`config.mk`:
```
export PLATFORM = sky130hd
export DESIGN_NAME = sdl_table_host_flat
export DESIGN_NICKNAME = d
export VERILOG_FILES = /design/src/sdl_pkg.sv /design/src/sdl_link_if.sv /design/src/sdl_byte_cap.sv /design/src/sdl_table_host.sv /design/src/flat_wrapper.sv
export SDC_FILE = /design/constraint.sdc
export NUM_CORES = 1
export LEC_CHECK = 0
export BUFFER_PORTS_ARGS = -buffer_cell sky130_fd_sc_hd__buf_2
export CAP_MARGIN = 20
export CELL_PAD_IN_SITES_DETAIL_PLACEMENT = 1
export CELL_PAD_IN_SITES_GLOBAL_PLACEMENT = 1
export CORE_UTILIZATION = 38
export DETAILED_ROUTE_END_ITERATION = 7
export GPL_TIMING_DRIVEN = 0
export PLACE_DENSITY_LB_ADDON = 0.08
export SLEW_MARGIN = 20
export SYNTH_ARGS = -nofsm -noshare
export SYNTH_HDL_FRONTEND = slang
export SYNTH_HIERARCHICAL = 1
export SYNTH_SLANG_ARGS = --single-unit
```
`constraint.sdc`:
```
create_clock -name clk_i -period 2.35 [get_ports clk_i]
set_clock_uncertainty 0.1 [all_clocks]
set_input_delay 0.235 -clock clk_i [delete_from_list [all_inputs] [get_ports clk_i]]
set_output_delay 0.235 -clock clk_i [all_outputs]
set_load 0.05 [all_outputs]
```
`src/sdl_pkg.sv`:
```
// constants shared by both ends of the sdr latency parameter table link
package sdl_pkg;
  localparam int          BYTE_W      = 8;
  localparam int          NCMD        = 6;
  localparam logic [7:0]  PARAM_ID    = 8'h90;
  localparam logic [7:0]  PARAM_LEN   = 8'h56;
  localparam logic [7:0]  NUM_ROWS    = 8'h06;
  localparam logic [7:0]  ROW_LEN     = 8'h0E;
  localparam logic [7:0]  ASCII_F     = 8'h46;
  localparam logic [7:0]  ASCII_C     = 8'h43;
  localparam logic [7:0]  UNSUP       = 8'hFF;
  localparam logic [7:0]  ZERO_BYTE   = 8'h00;
  localparam logic [7:0]  ONE_BYTE    = 8'h01;
  localparam logic [7:0]  OFS_ID      = 8'h00;
  localparam logic [7:0]  OFS_LEN     = 8'h01;
  localparam logic [7:0]  OFS_NROWS   = 8'h02;
  localparam logic [7:0]  OFS_ROWLEN  = 8'h03;
  localparam logic [7:0]  OFS_HDR     = 8'h04;
  localparam logic [7:0]  ID_COUNT    = 8'h02;
  localparam logic [7:0]  COL_FREQ    = 8'h00;
  localparam logic [7:0]  COL_CODE    = 8'h01;
  localparam logic [7:0]  COL_CMD0    = 8'h02;
  localparam logic [2:0]  ROW_HDR     = 3'h0;
  localparam logic [2:0]  ROW_50      = 3'h1;
  localparam logic [2:0]  ROW_80      = 3'h2;
  localparam logic [7:0]  FREQ_50     = 8'h32;
  localparam logic [7:0]  CODE_50     = 8'h03;
  localparam logic [7:0]  FREQ_80     = 8'h50;
  localparam logic [7:0]  CODE_80     = 8'h00;
  // command columns, in table order
  typedef enum logic [2:0] {
    CMD_READ = 3'h0,
    CMD_FAST = 3'h1,
    CMD_DOUT = 3'h2,
    CMD_QOUT = 3'h3,
    CMD_DIO  = 3'h4,
    CMD_QIO  = 3'h5
  } sdl_cmd_type;
  localparam logic [7:0] OP3 [NCMD] = '{8'h03, 8'h0B, 8'h3B, 8'h6B, 8'hBB, 8'hEB};
  localparam logic [7:0] OP4 [NCMD] = '{8'h13, 8'h0C, 8'h3C, 8'h6C, 8'hBC, 8'hEC};
  localparam logic [7:0] MODE50 [NCMD] = '{8'h00, 8'h00, 8'h00, 8'h00, 8'h04, 8'h02};
  localparam logic [7:0] LAT50 [NCMD]  = '{8'h00, 8'h00, 8'h00, 8'h00, 8'h00, 8'h01};
  localparam logic [7:0] MODE80 [NCMD] = '{8'hFF, 8'h00, 8'h00, 8'h00, 8'h04, 8'h02};
  // last entry of this row is not known and is served from a device parameter
  localparam logic [7:0] LAT80 [NCMD]  = '{8'hFF, 8'h08, 8'h08, 8'h08, 8'h00, 8'hFF};
endpackage

```
`src/sdl_link_if.sv`:
```
// byte-read link between the table device and its reader
`timescale 1ns/1ps
interface sdl_link_if (
  input wire logic clk_i,
  input wire logic reset_i
);
  logic       req_valid;
  logic [7:0] req_offset;
  logic [7:0] req_count;
  logic       req_ready;
  logic       rsp_valid;
  logic [7:0] rsp_data;
  logic       rsp_last;
  logic       rsp_oor;
  modport dev  (input req_valid, req_offset, req_count,
                output req_ready, rsp_valid, rsp_data, rsp_last, rsp_oor);
  modport host (output req_valid, req_offset, req_count,
                input req_ready, rsp_valid, rsp_data, rsp_last, rsp_oor);
endinterface

```
`src/sdl_byte_cap.sv`:
```
// one loadable byte register used by the reader
`timescale 1ns/1ps
module sdl_byte_cap #(
  parameter int W = 8
) (
  input  wire logic         clk_i,
  input  wire logic         reset_i,
  input  wire logic         clear_i,
  input  wire logic         load_i,
  input  wire logic [W-1:0] data_i,
  output logic      [W-1:0] q_o
);
  always_ff @(posedge clk_i) begin
    if (reset_i || clear_i) begin
      q_o <= '0;
    end else if (load_i) begin
      q_o <= data_i;
    end
  end
endmodule // sdl_byte_cap

```
`src/sdl_table_host.sv`:
```
// reader end: walks the table and picks out one command's cycle counts
`timescale 1ns/1ps
module sdl_table_host
  import sdl_pkg::*;
(
  input  wire logic       clk_i,
  input  wire logic       reset_i,
  sdl_link_if.host        link,
  input  wire logic       start_i,
  input  wire logic [2:0] cmd_sel_i,
  input  wire logic [1:0] lat_code_i,
  output logic            busy_o,
  output logic            done_o,
  output logic            error_o,
  output logic            found_o,
  output logic            supported_o,
  output logic [7:0]      freq_o,
  output logic [7:0]      op3_o,
  output logic [7:0]      op4_o,
  output logic [7:0]      mode_o,
  output logic [7:0]      lat_o
);
  typedef enum logic [2:0] {
    HS_IDLE     = 3'h0,
    HS_REQ_ID   = 3'h1,
    HS_RCV_ID   = 3'h2,
    HS_REQ_BODY = 3'h3,
    HS_RCV_BODY = 3'h4
  } sdl_host_state_type;

  sdl_host_state_type state_r;
  logic [2:0]  cmd_r;
  logic [1:0]  code_r;
  logic [7:0]  idx_r;
  logic [7:0]  rowlen_r;
  logic [7:0]  pos_r;
  logic [2:0]  row_r;
  logic        id_ok_r;
  logic        match_r;
  logic [7:0]  freq_tmp_r;
  logic [7:0]  col_m;
  logic        beat;
  logic        body;
  logic        cap_op3;
  logic        cap_op4;
  logic        cap_mode;
  logic        cap_lat;
  logic        cap_freq;
  logic        clr;

  assign beat  = link.rsp_valid;
  assign body  = (state_r == HS_RCV_BODY) && beat && (idx_r >= OFS_HDR);
  assign col_m = COL_CMD0 + {4'h0, cmd_r, 1'b0};
  assign clr   = (state_r == HS_IDLE) && start_i;
  assign cap_op3  = body && (row_r == ROW_HDR) && (pos_r == col_m);
  assign cap_op4  = body && (row_r == ROW_HDR) && (pos_r == col_m + ONE_BYTE);
  assign cap_freq = body && (row_r != ROW_HDR) && (pos_r == COL_CODE)
                    && !found_o && (link.rsp_data[1:0] == code_r);
  assign cap_mode = body && match_r && (pos_r == col_m);
  assign cap_lat  = body && match_r && (pos_r == col_m + ONE_BYTE);

  always_ff @(posedge clk_i) begin
    if (reset_i) begin
      state_r        <= HS_IDLE;
      link.req_valid <= 1'b0;
      link.req_offset <= ZERO_BYTE;
      link.req_count <= ZERO_BYTE;
      idx_r          <= ZERO_BYTE;
    end else begin
      if (beat) begin
        idx_r <= idx_r + ONE_BYTE;
      end
      unique case (state_r)
        HS_IDLE: begin
          if (start_i) begin
            state_r         <= HS_REQ_ID;
            link.req_valid  <= 1'b1;
            link.req_offset <= OFS_ID;
            link.req_count  <= ID_COUNT;
            idx_r           <= OFS_ID;
          end
        end
        HS_REQ_ID: begin
          if (link.req_ready) begin
            link.req_valid <= 1'b0;
            state_r        <= HS_RCV_ID;
          end
        end
        HS_RCV_ID: begin
          if (beat && link.rsp_last) begin
            if (id_ok_r) begin
              // body is exactly the length byte's count, starting after it
              state_r         <= HS_REQ_BODY;
              link.req_valid  <= 1'b1;
              link.req_offset <= OFS_NROWS;
              link.req_count  <= link.rsp_data;
              idx_r           <= OFS_NROWS;
            end else begin
              state_r <= HS_IDLE;
            end
          end
        end
        HS_REQ_BODY: begin
          if (link.req_ready) begin
            link.req_valid <= 1'b0;
            state_r        <= HS_RCV_BODY;
          end
        end
        HS_RCV_BODY: begin
          if (beat && link.rsp_last) begin
            state_r <= HS_IDLE;
          end
        end
      endcase
    end
  end

  always_ff @(posedge clk_i) begin
    if (reset_i || clr) begin
      id_ok_r  <= 1'b0;
      rowlen_r <= ROW_LEN;
      cmd_r    <= cmd_sel_i;
      code_r   <= lat_code_i;
    end else if (beat && (state_r == HS_RCV_ID)) begin
      if (idx_r == OFS_ID) begin
        id_ok_r <= (link.rsp_data == PARAM_ID);
      end
    end else if (beat && (state_r == HS_RCV_BODY) && (idx_r == OFS_ROWLEN)) begin
      rowlen_r <= link.rsp_data;
    end
  end

  // position within a row, wrapping at the length the table itself reports
  always_ff @(posedge clk_i) begin
    if (reset_i || clr) begin
      pos_r      <= ZERO_BYTE;
      row_r      <= ROW_HDR;
      match_r    <= 1'b0;
      freq_tmp_r <= ZERO_BYTE;
      found_o    <= 1'b0;
    end else if (body) begin
      if (pos_r == rowlen_r - ONE_BYTE) begin
        pos_r   <= ZERO_BYTE;
        row_r   <= row_r + 3'h1;
        match_r <= 1'b0;
      end else begin
        pos_r <= pos_r + ONE_BYTE;
      end
      if ((row_r != ROW_HDR) && (pos_r == COL_FREQ)) begin
        freq_tmp_r <= link.rsp_data;
      end
      // first matching row wins
      if (cap_freq) begin
        match_r <= 1'b1;
        found_o <= 1'b1;
      end
    end
  end

  sdl_byte_cap u_op3  (.clk_i(clk_i), .reset_i(reset_i), .clear_i(clr), .load_i(cap_op3),
                       .data_i(link.rsp_data), .q_o(op3_o));
  sdl_byte_cap u_op4  (.clk_i(clk_i), .reset_i(reset_i), .clear_i(clr), .load_i(cap_op4),
                       .data_i(link.rsp_data), .q_o(op4_o));
  sdl_byte_cap u_freq (.clk_i(clk_i), .reset_i(reset_i), .clear_i(clr), .load_i(cap_freq),
                       .data_i(freq_tmp_r), .q_o(freq_o));
  sdl_byte_cap u_mode (.clk_i(clk_i), .reset_i(reset_i), .clear_i(clr), .load_i(cap_mode),
                       .data_i(link.rsp_data), .q_o(mode_o));
  sdl_byte_cap u_lat  (.clk_i(clk_i), .reset_i(reset_i), .clear_i(clr), .load_i(cap_lat),
                       .data_i(link.rsp_data), .q_o(lat_o));

  always_ff @(posedge clk_i) begin
    if (reset_i) begin
      busy_o      <= 1'b0;
      done_o      <= 1'b0;
      error_o     <= 1'b0;
      supported_o <= 1'b0;
    end else begin
      done_o <= 1'b0;
      if (clr) begin
        busy_o      <= 1'b1;
        error_o     <= 1'b0;
        supported_o <= 1'b0;
      end else if ((state_r == HS_RCV_ID) && beat && link.rsp_last && !id_ok_r) begin
        busy_o  <= 1'b0;
        done_o  <= 1'b1;
        error_o <= 1'b1;
      end else if ((state_r == HS_RCV_BODY) && beat && link.rsp_last) begin
        busy_o <= 1'b0;
        done_o <= 1'b1;
        // the last latency byte may land in this very beat
        supported_o <= found_o && (mode_o != UNSUP) && (lat_o != UNSUP)
                       && !(cap_lat && (link.rsp_data == UNSUP));
      end
    end
  end
endmodule // sdl_table_host

```
`src/flat_wrapper.sv`:
```
// flat-port wrapper written by rule: the top's interface ports become plain ports
module sdl_table_host_flat import sdl_pkg::*;
  (clk_i, reset_i, start_i, cmd_sel_i, lat_code_i, busy_o, done_o, error_o, found_o, supported_o, freq_o, op3_o, op4_o, mode_o, lat_o, link_req_valid, link_req_offset, link_req_count, link_req_ready, link_rsp_valid, link_rsp_data, link_rsp_last, link_rsp_oor);
  sdl_link_if link_i (.clk_i(clk_i), .reset_i(reset_i));
  input  wire logic clk_i;
  input  wire logic reset_i;
  input  wire logic start_i;
  input  wire logic [2:0] cmd_sel_i;
  input  wire logic [1:0] lat_code_i;
  output logic busy_o;
  output logic done_o;
  output logic error_o;
  output logic found_o;
  output logic supported_o;
  output logic [7:0] freq_o;
  output logic [7:0] op3_o;
  output logic [7:0] op4_o;
  output logic [7:0] mode_o;
  output logic [7:0] lat_o;
  output wire logic [$bits(link_i.req_valid)-1:0] link_req_valid;
  output wire logic [$bits(link_i.req_offset)-1:0] link_req_offset;
  output wire logic [$bits(link_i.req_count)-1:0] link_req_count;
  input wire logic [$bits(link_i.req_ready)-1:0] link_req_ready;
  input wire logic [$bits(link_i.rsp_valid)-1:0] link_rsp_valid;
  input wire logic [$bits(link_i.rsp_data)-1:0] link_rsp_data;
  input wire logic [$bits(link_i.rsp_last)-1:0] link_rsp_last;
  input wire logic [$bits(link_i.rsp_oor)-1:0] link_rsp_oor;
  assign link_req_valid = link_i.req_valid;
  assign link_req_offset = link_i.req_offset;
  assign link_req_count = link_i.req_count;
  assign link_i.req_ready = link_req_ready;
  assign link_i.rsp_valid = link_rsp_valid;
  assign link_i.rsp_data = link_rsp_data;
  assign link_i.rsp_last = link_rsp_last;
  assign link_i.rsp_oor = link_rsp_oor;
  sdl_table_host u_core (.clk_i(clk_i), .reset_i(reset_i), .link(link_i), .start_i(start_i), .cmd_sel_i(cmd_sel_i), .lat_code_i(lat_code_i), .busy_o(busy_o), .done_o(done_o), .error_o(error_o), .found_o(found_o), .supported_o(supported_o), .freq_o(freq_o), .op3_o(op3_o), .op4_o(op4_o), .mode_o(mode_o), .lat_o(lat_o));
endmodule
```
==> flow_summary_export.csv, run 1 <==
group,metric,value,unit
floorplanning,core,11420,um^2
clock_tree,cts_buffers,9,
clock_tree,clockBufferDepth,2,
worst_hold_path,min_delay_worst_endpoint,"u_core/state_r[2]",
yosys,yosys_warnings,6,
critical_path,cp-end-kind,"flip-flop",
sta,layout_min_cycle_time,2465,ps
drt,drt_pass1_iterations,4,
cells_and_area,regArea,2069,um^2
place,port_buffers,73,
critical_path,rr_endpoint,"u_core/row_r[2]",
floorplanning,rows,39,
sta,grt_setup_unrepaired,"yes",
clock_tree,clockRootBuffer,"clkbuf_16",
critical_path,regToRegSetupSlack,-120,ps
drt,wire_per_inst,17.57,um
critical_path,crit_chain,"or4_4 -> nor4_4 -> a211oi_2 -> or4_4 -> or4_1 -> a21oi_1",
outcome,status,"finished with violations",
cells_and_area,nets,610,
yosys,synthFlopType,"dfxtp_1",
worst_hold_path,min_path_cells,3,
yosys,synth_cells,475,
sta,fin_crit_sh,1.049,
yosys,ys_seq_area_frac,0.4594,
cells_and_area,area_delta_synth_final,28.63,%
power,power_leakage,0.002334,uW
floorplanning,fp.dieW,110.4,um
yosys,synth-seq-cells,100,
clock_tree,clk_latency,350,ps
place,gp_congestion,0.7844,
yosys,syn_avg_cell_area,9.404,um^2
sta,finalSetupViolCount,9,
clock_tree,cts_sinks,100,
clock_tree,ctsHtreeMaxLevel,3,
worst_hold_path,hold_class,"in2reg",
drt,drtAntennaViolNets,0,
global_routing,track_usage,0.2156,
worst_hold_path,min_from,"link_req_ready",
critical_path,setup.worst_path.class,"reg2reg",
critical_path,critical_path_required,2530,ps
sta,maxSlewViolCount,0,
drt,num_vias,3756,
sta,tightestPinTransition,505.2,ps
sta,slew-limit-headroom,0.6632,
clock_tree,cts_tree,"yes",
outcome,violations,"negative setup slack",
cells_and_area,final_core_utilization,0.5032,
global_routing,grt_start_max_net_pins,18,
global_routing,grt_pass1_wl,20690,um
floorplanning,die_h,110.4,um
critical_path,worstPathMaxFanout,5,
cells_and_area,multi_input_comb_area,2349,um^2
sta,fin_ws,-115.5,ps
critical_path,cpMostUsedCell,"or4_4",
yosys,synth-edff-count,5,
power,power.total,3725,uW
drt,route.detailed.drc,0,
sta,hold_ws,130.2,ps
critical_path,cp.arrival,2650,ps
sta,hold_violations,0,
cells_and_area,fillCellCount,1341,
clock_tree,clk_pin_slew,70,ps
drt,drt_iter0_markers,157,
cells_and_area,stdcell_area,5746,um^2
yosys,async_flop_share,0,
sta,timing.fmax,405.6,MHz
cells_and_area,drive_gt1_frac,0.2747,
sta,fin_tns_setup,-667.7,ps
global_routing,grt_pass1_vias,4012,
power,ir_drop,604.4,uV
drt,viasPerCell,5.152,
place,dpl_cell_area,5040,um^2
global_routing,antenna_found_initial,0,
yosys,syn_area,4467,um^2
critical_path,r2r_start,"u_core/rowlen_r[0]",
global_routing,overflow,0,
cells_and_area,num_antenna_cells,0,
critical_path,reg2regPathDepth,6,
floorplanning,start_util,0.3912,
critical_path,slowest_stage,"or4_4",
drt,wl,12810,um
flow_run,cap_violations,0,
yosys,yosysUniqueCellTypes,50,
floorplanning,io_pins,82,
critical_path,crit_path_start_kind,"flip-flop",
power,power_density,648.4,nW/um^2
floorplanning,die_area,12190,um^2
critical_path,max_stage_delay,580,ps
place,dp_hpwl,8615,um
stage by stage:
stage               setup WS [ps]  std cells
floorplan                  -10.77        481
global placement           -639.8        697
detailed placement         -710.8        697
CTS                        -98.48        723
global route               -199.0        729
finish                     -115.5        729
area by class of cell:
cell class,count,area share
repair buffers,93,0.09625
multi-input cells,333,0.4088
clock inverters,6,0.01633
inverters,16,0.01045
plain buffers,28,0.03702
well taps,143,0.03114
clock buffers,10,0.03985
flip-flops and latches,100,0.3602
critical path, delay by kind of cell (launching register included):
| family | cells | cell delay, ps |
|---|---|---|
| AOI/OAI and AO/OA | 2 | 230 |
| DFF | 1 | 340 |
| and+or+nand+nor | 4 | 1730 |
per-layer routing:
metal	wire, um	part of all wire	GRT usage
met5	0	0	0
met2	6466	0.50	0.3710
met3	583	0.046	0.06037
met4	177	0.014	0.06933
met1	5585	0.44	0.2586
Yosys cell counts (all sizes together), types with 7 or more instances:
cell type  count  share of area
nor2         101          0.085
mux2i         55           0.12
nand4         15          0.021
clkbuf        11          0.011
inv           16          0.013
xnor2         16          0.031
a22oi          8          0.013
nand2         18          0.015
buf           21          0.039
xor2          15          0.029
a21oi         16          0.018
nand3          7         0.0078
ha             9          0.025
dfxtp         95           0.43
nor3           7         0.0078
worst max-delay path by stage:
stage,start,end,slack [ps],cells past startpoint
5_1_grt,u_core/rowlen_r[0],u_core/row_r[2],-200,8
2_1_floorplan,u_core/state_r[2],u_core/u_lat/q_o[1],-10,9
3_5_place_dp,u_core/state_r[2],u_core/u_lat/q_o[3],-710,9
3_3_place_gp,u_core/state_r[2],u_core/u_lat/q_o[3],-640,9
4_1_cts,u_core/rowlen_r[0],u_core/row_r[2],-100,6
6_report,u_core/rowlen_r[0],u_core/row_r[2],-120,6
cells by family after synthesis:
logic type / count (synthesis) / synth area share
compound gates: 47 / 0.07143
xor+xnor: 31 / 0.06078
fa+ha+maj: 9 / 0.02521
buf+inv: 48 / 0.06358
flops: 100 / 0.4594
mux: 55 / 0.1232
other cells: 1 / 0.0008395
simple gates: 184 / 0.1955
report_power, final:
part	switching (uW)	internal (uW)
sequential	15.1	1730
combinational	233	115
clock	685	947
total	934	2790
timing repair:
action,CTS,global route
endpoints found under the setup margin,82,80
hold endpoints to repair,5,0
buffers inserted,6,9
hold buffers,5,0
gates cloned,0,0
pin swaps,3,22
resized for setup,27,34
sequential cells by signal, summed over array words and instances, names as in the netlist, 2 cells and up:
signal / flops
u_core/cmd_r: 3
u_core/code_r: 2
u_core/freq_tmp_r: 8
u_core/idx_r: 8
u_core/link.req_count: 8
u_core/pos_r: 8
u_core/row_r: 3
u_core/rowlen_r: 8
u_core/state_r: 3
u_core/u_freq/q_o: 8
u_core/u_lat/q_o: 8
u_core/u_mode/q_o: 8
u_core/u_op3/q_o: 8
u_core/u_op4/q_o: 8
placed cells by master, fill, tap and decap left out, drive strengths merged, types with 5 or more instances in the layout:
cell | netlist | final
a21oi | 16 | 16
a22oi | 8 | 8
and3 | 5 | 5
buf | 21 | 106
clkbuf | 11 | 20
conb | 1 | 7
dfxtp | 95 | 95
dlygate4sd3 | 0 | 5
edfxtp | 5 | 5
ha | 9 | 9
inv | 16 | 19
mux2i | 55 | 55
nand2 | 18 | 18
nand2b | 5 | 5
nand3 | 7 | 7
nand4 | 15 | 15
nor2 | 101 | 101
nor3 | 7 | 7
nor4 | 6 | 6
o21ai | 6 | 6
or2 | 5 | 5
or4 | 5 | 5
xnor2 | 16 | 16
xor2 | 15 | 15
(Power assumes the default switching activity.)
==> run 2: changes to the inputs <==
--- a/config.mk
+++ b/config.mk
@@ -6,10 +6,10 @@
 export NUM_CORES = 1
 export LEC_CHECK = 0
 export BUFFER_PORTS_ARGS = -buffer_cell sky130_fd_sc_hd__buf_2
-export CAP_MARGIN = 20
+export CAP_MARGIN = 10
 export CELL_PAD_IN_SITES_DETAIL_PLACEMENT = 1
 export CELL_PAD_IN_SITES_GLOBAL_PLACEMENT = 1
-export CORE_UTILIZATION = 38
+export CORE_UTILIZATION = 45
 export DETAILED_ROUTE_END_ITERATION = 7
 export GPL_TIMING_DRIVEN = 0
 export PLACE_DENSITY_LB_ADDON = 0.08
==> constraint.sdc (replaced) <==
create_clock -name clk_i -period 3 [get_ports clk_i]
set_clock_uncertainty 0.1 [all_clocks]
set_input_delay 0.3 -clock clk_i [delete_from_list [all_inputs] [get_ports clk_i]]
set_output_delay 0.3 -clock clk_i [all_outputs]
set_load 0.05 [all_outputs]
==> flow_summary_export.csv, run 2 (same netlist as run 1, synthesis figures left out) <==
group,metric,value,unit
sta,hold_violations,0,
clock_tree,cts_sinks,100,
critical_path,reg2regPathDepth,6,
floorplanning,die_area,10330,um^2
sta,fin_tns_setup,0,ps
power,power_leakage,0.002198,uW
sta,grt_setup_unrepaired,"no",
worst_hold_path,min_from,"link_req_ready",
floorplanning,io_pins,82,
drt,viasPerCell,5.248,
drt,highest-signal-layer,"met4",
place,dp_hpwl,8403,um
critical_path,rr_endpoint,"u_core/row_r[2]",
critical_path,cp-end-kind,"flip-flop",
place,port_buffers,73,
sta,timing.fmax,360.7,MHz
cells_and_area,stdcell_area,5306,um^2
drt,wl_met1,5179,um
worst_hold_path,min_path_cells,3,
global_routing,antenna_found_initial,0,
critical_path,worstPathMaxFanout,11,
floorplanning,core,9415,um^2
critical_path,crit_path_start_kind,"flip-flop",
critical_path,regToRegSetupSlack,230,ps
floorplanning,die_h,101.6,um
cells_and_area,area_delta_synth_final,18.80,%
sta,finalSetupViolCount,0,
critical_path,crit_buf_inv,0,
outcome,status,"finished, final reports clean",
cells_and_area,final_common_cell,"nor2_1",
cells_and_area,drive_gt1_frac,0.2091,
clock_tree,cts_setup_buffers,0,
global_routing,grt_pass1_vias,3838,
drt,drt_pass1_iterations,5,
global_routing,grt_pass1_wl,19030,um
power,ir_drop,289.7,uV
global_routing,grt_start_max_net_pins,19,
critical_path,crit_family,"simple AND/OR/NAND/NOR gates",
clock_tree,cts_tree,"yes",
place,gp_congestion,0.8062,
power,power_density,474.6,nW/um^2
clock_tree,clk_latency,370,ps
cells_and_area,stdcell_count,703,
critical_path,slowest_stage,"or4_4",
floorplanning,fp.dieW,101.6,um
critical_path,max_stage_delay,600,ps
critical_path,crit_chain,"nor3b_2 -> o311a_2 -> nand3_1 -> or4_4 -> or4_1 -> a21oi_1",
sta,fin_crit_sh,0.9240,
cells_and_area,num_antenna_cells,0,
global_routing,overflow,0,
drt,drtAntennaViolNets,0,
critical_path,r2r_start,"u_core/state_r[2]",
drt,wire_per_inst,16.69,um
critical_path,setup.worst_path.class,"reg2reg",
place,dpl_cell_area,5022,um^2
drt,drt_iter0_markers,70,
clock_tree,clk_pin_slew,100,ps
sta,tightestPinTransition,724.1,ps
drt,route.detailed.drc,0,
sta,slew-limit-headroom,0.5173,
cells_and_area,final_core_utilization,0.5636,
place,dpl.cell_count,683,
floorplanning,rows,35,
clock_tree,clockRootBuffer,"clkbuf_8",
worst_hold_path,min_delay_worst_endpoint,"u_core/state_r[2]",
critical_path,cp.arrival,2980,ps
flow_run,cap_violations,0,
worst_hold_path,hold_class,"in2reg",
clock_tree,cts_buffers,9,
global_routing,track_usage,0.2432,
sta,layout_min_cycle_time,2772,ps
drt,dr_wl_met3,509,um
clock_tree,ctsHtreeMaxLevel,3,
sta,maxSlewViolCount,0,
drt,num_vias,3689,
clock_tree,clockBufferDepth,2,
cells_and_area,nets,598,
critical_path,critical_path_required,3210,ps
cells_and_area,layout_common_cells,"nor2_1, dfxtp_1, buf_2, mux2i_1, nand2_1",
drt,met2_length,5861,um
drt,wl,11740,um
floorplanning,start_util,0.4744,
## run 2: worst max path at each step
stage | from | to | slack [ps] | depth (start not counted)
floorplan | u_core/state_r[1] | u_core/cmd_r[0] | 560 | 5
global placement | u_core/state_r[1] | u_core/cmd_r[2] | -500 | 5
detailed placement | u_core/state_r[2] | u_core/u_lat/q_o[6] | -5 | 9
CTS | u_core/state_r[1] | u_core/cmd_r[1] | 30 | 5
global route | u_core/state_r[2] | u_core/row_r[2] | 80 | 6
finish | u_core/state_r[2] | u_core/row_r[2] | 230 | 6
## run 2: worst reg2reg max path: cells and delay by family, from the launching register on
kind,cells,cell delay [ps]
AOI/OAI and AO/OA,2,560
DFF,1,510
and+or+nand+nor,4,1540
## run 2: report_power, final
group | leakage, uW | internal (uW) | switching [uW] | total, uW
Combinational | 0.00128 | 78.3 | 165 | 244
Clock | 0.000101 | 400 | 506 | 906
Sequential | 0.000817 | 1360 | 13.5 | 1370
## run 2: metal layers
| layer | vias to the layer above | track usage |
|---|---|---|
| met5 | - | 0 |
| met4 | 0 | 0.06689 |
| met3 | 17 | 0.06556 |
| met2 | 77 | 0.4366 |
| met1 | 1796 | 0.2837 |
| li1 | 1799 | - |
## run 2: per-stage QoR
step	hold slack [ps]	total power [uW]	setup WS (ps)
after floorplan	298.9	1554	561.5
after global placement	350.6	1626	-495.1
after detailed placement	365.0	1633	-5.068
after CTS	156.4	2541	29.59
after global routing	198.4	2604	83.68
final	165.9	2518	227.9
## run 2: repair_timing
item,CTS,global route
hold buffers,5,0
endpoints found under the hold margin,5,0
gates cloned,0,0
gates resized for setup,0,4
setup endpoints to repair,10,16
## run 2: final cells by class
cell class,instances,area [um^2]
Clock inverter,7,86.33
Multi-Input combinational cell,333,2187
Tap cell,129,161.4
Inverter,16,60.06
Fill cell,1111,4109
Buffer,31,220.2
Sequential cell,100,2052
Clock buffer,9,123.9
Timing Repair Buffer,78,415.4
==> run 3: changes to the inputs <==
--- a/config.mk
+++ b/config.mk
@@ -9,6 +9,7 @@
 export CAP_MARGIN = 10
 export CELL_PAD_IN_SITES_DETAIL_PLACEMENT = 1
 export CELL_PAD_IN_SITES_GLOBAL_PLACEMENT = 1
+export CORE_ASPECT_RATIO = 1.2
 export CORE_UTILIZATION = 45
 export DETAILED_ROUTE_END_ITERATION = 7
 export GPL_TIMING_DRIVEN = 0
==> flow_summary_export.csv, run 3 (same netlist as run 1, synthesis figures left out) <==
group,metric,value,unit
floorplanning,die_h,111.1,um
critical_path,setup.worst_path.class,"reg2reg",
critical_path,reg2regPathDepth,6,
sta,fin_crit_sh,0.9213,
global_routing,overflow,0,
critical_path,cp-end-kind,"flip-flop",
floorplanning,io_pins,82,
drt,drt_pass1_iterations,4,
sta,fin_ws,236.1,ps
global_routing,track_usage,0.2461,
sta,fin_tns_setup,0,ps
drt,wire_per_inst,17.04,um
sta,finalSetupViolCount,0,
critical_path,cp-endpoint,"u_core/row_r[2]",
sta,timing.fmax,361.8,MHz
floorplanning,fp.dieW,92.95,um
clock_tree,cts_tree,"yes",
drt,num_vias,3668,
clock_tree,cts_sinks,100,
place,port_buffers,73,
floorplanning,core,9564,um^2
sta,layout_min_cycle_time,2764,ps
cells_and_area,nets,593,
sta,maxSlewViolCount,0,
cells_and_area,area_delta_synth_final,18.66,%
place,gp_congestion,0.7625,
sta,tightestPinTransition,753.0,ps
clock_tree,postCtsHoldBufs,0,
power,power_density,505.0,nW/um^2
floorplanning,rows,39,
flow_run,cap_violations,0,
global_routing,grt_pass1_wl,19690,um
drt,viasPerCell,5.301,
cells_and_area,layout_common_cells,"nor2_1, dfxtp_1, buf_2, mux2i_1, nand2_1",
power,ir_drop,295.5,uV
cells_and_area,final_common_cell,"nor2_1",
critical_path,r2r_start,"u_core/state_r[2]",
clock_tree,ctsHtreeMaxLevel,3,
clock_tree,clockBufferDepth,2,
outcome,status,"finished, final reports clean",
global_routing,grt_start_max_net_pins,17,
clock_tree,clk_pin_slew,70,ps
clock_tree,clk_latency,340,ps
place,dpl.cell_count,677,
critical_path,critical_path_required,3180,ps
cells_and_area,num_antenna_cells,0,
place,dp_hpwl,8369,um
critical_path,crit_path_start_kind,"flip-flop",
floorplanning,start_util,0.4670,
clock_tree,cts_buffers,9,
clock_tree,clockRootBuffer,"clkbuf_16",
power,power_leakage,0.002207,uW
place,dp_slack,-70.61,ps
drt,drtAntennaViolNets,0,
worst_hold_path,hold_class,"in2reg",
global_routing,antenna_found_initial,0,
critical_path,cp.arrival,2940,ps
cells_and_area,stdcell_count,692,
global_routing,grt_pass1_vias,3871,
drt,route.detailed.drc,0,
clock_tree,cts_setup_buffers,0,
critical_path,worstPathMaxFanout,11,
drt,drt_iter0_markers,140,
drt,wl,11790,um
critical_path,regToRegSetupSlack,240,ps
cells_and_area,stdcell_area,5300,um^2
critical_path,rr_endpoint,"u_core/row_r[2]",
place,dpl_cell_area,5015,um^2
sta,hold_violations,0,
floorplanning,die_area,10330,um^2
cells_and_area,drive_gt1_frac,0.2056,
sta,grt_setup_unrepaired,"no",
sta,slew-limit-headroom,0.4980,
critical_path,startpoint,"u_core/state_r[2]",
run 3: cell types whose count changed in the layout (fill, tap and decap cells not counted), moves of 2 or more:
cell | previous run | this run
clkbuf_8 | 10 | 1
dlygate4sd3_1 | 5 | 0
clkinv_1 | 0 | 2
clkbuf_16 | 0 | 9
run 3: how the worst min path moves through the flow:
stage / depth (start not counted) / startpoint / to
after global placement: 2 / u_core/error_o / u_core/error_o
after CTS: 1 / cmd_sel_i[0] / u_core/cmd_r[0]
after detailed placement: 2 / u_core/error_o / u_core/error_o
final: 1 / cmd_sel_i[0] / u_core/cmd_r[0]
after floorplan: 0 / cmd_sel_i[0] / u_core/cmd_r[0]
after global routing: 1 / cmd_sel_i[1] / u_core/cmd_r[1]
run 3: layer usage:
metal / vias to the layer above / GRT usage / routed length [um]
li1: 1785 / - / -
met1: 1806 / 0.2941 / 4932
met2: 65 / 0.4299 / 6230
met3: 12 / 0.05144 / 470
met4: 0 / 0.08718 / 160
met5: - / 0 / 0
run 3: report_power, final:
group          switching (uW)  leakage, uW  total (uW)  internal, uW
logic                     165      0.00126         239          73.9
clock network             510     0.000131        1070           558
registers                13.2     0.000817        1370          1360
run 3: worst max-delay path, stage by stage, from the launching register on:
cell and delay (ps):
dfxtp_1 490, nor3b_2 380, o311a_2 410, nand3_1 150, or4_4 600, or4_1 410
a21oi_1 140
run 3: repair_timing:
| item | CTS | global route |
|---|---|---|
| hold endpoints to repair | 0 | 0 |
| setup endpoints to repair | 24 | 26 |
| gates resized for setup | 0 | 3 |
run 3: stage by stage:
step	total power, uW	hold slack [ps]	util
2_1_floorplan	1554	298.9	-
3_3_place_gp	1627	347.8	0.5237
3_5_place_dp	1634	368.1	0.5243
4_1_cts	2702	21.30	0.5519
5_1_grt	2779	22.85	0.5542
6_report	2676	35.12	0.5542
run 3: final cells by class:
class                   count  area (um^2)
plain buffers              31        220.2
fillers                  1152         4264
flip-flops and latches    100         2052
inverters                  16        60.06
well taps                 123        153.9
clock buffers               9        225.2
repair buffers             73        365.4
multi-input cells         333         2181
clock inverters             7        42.54
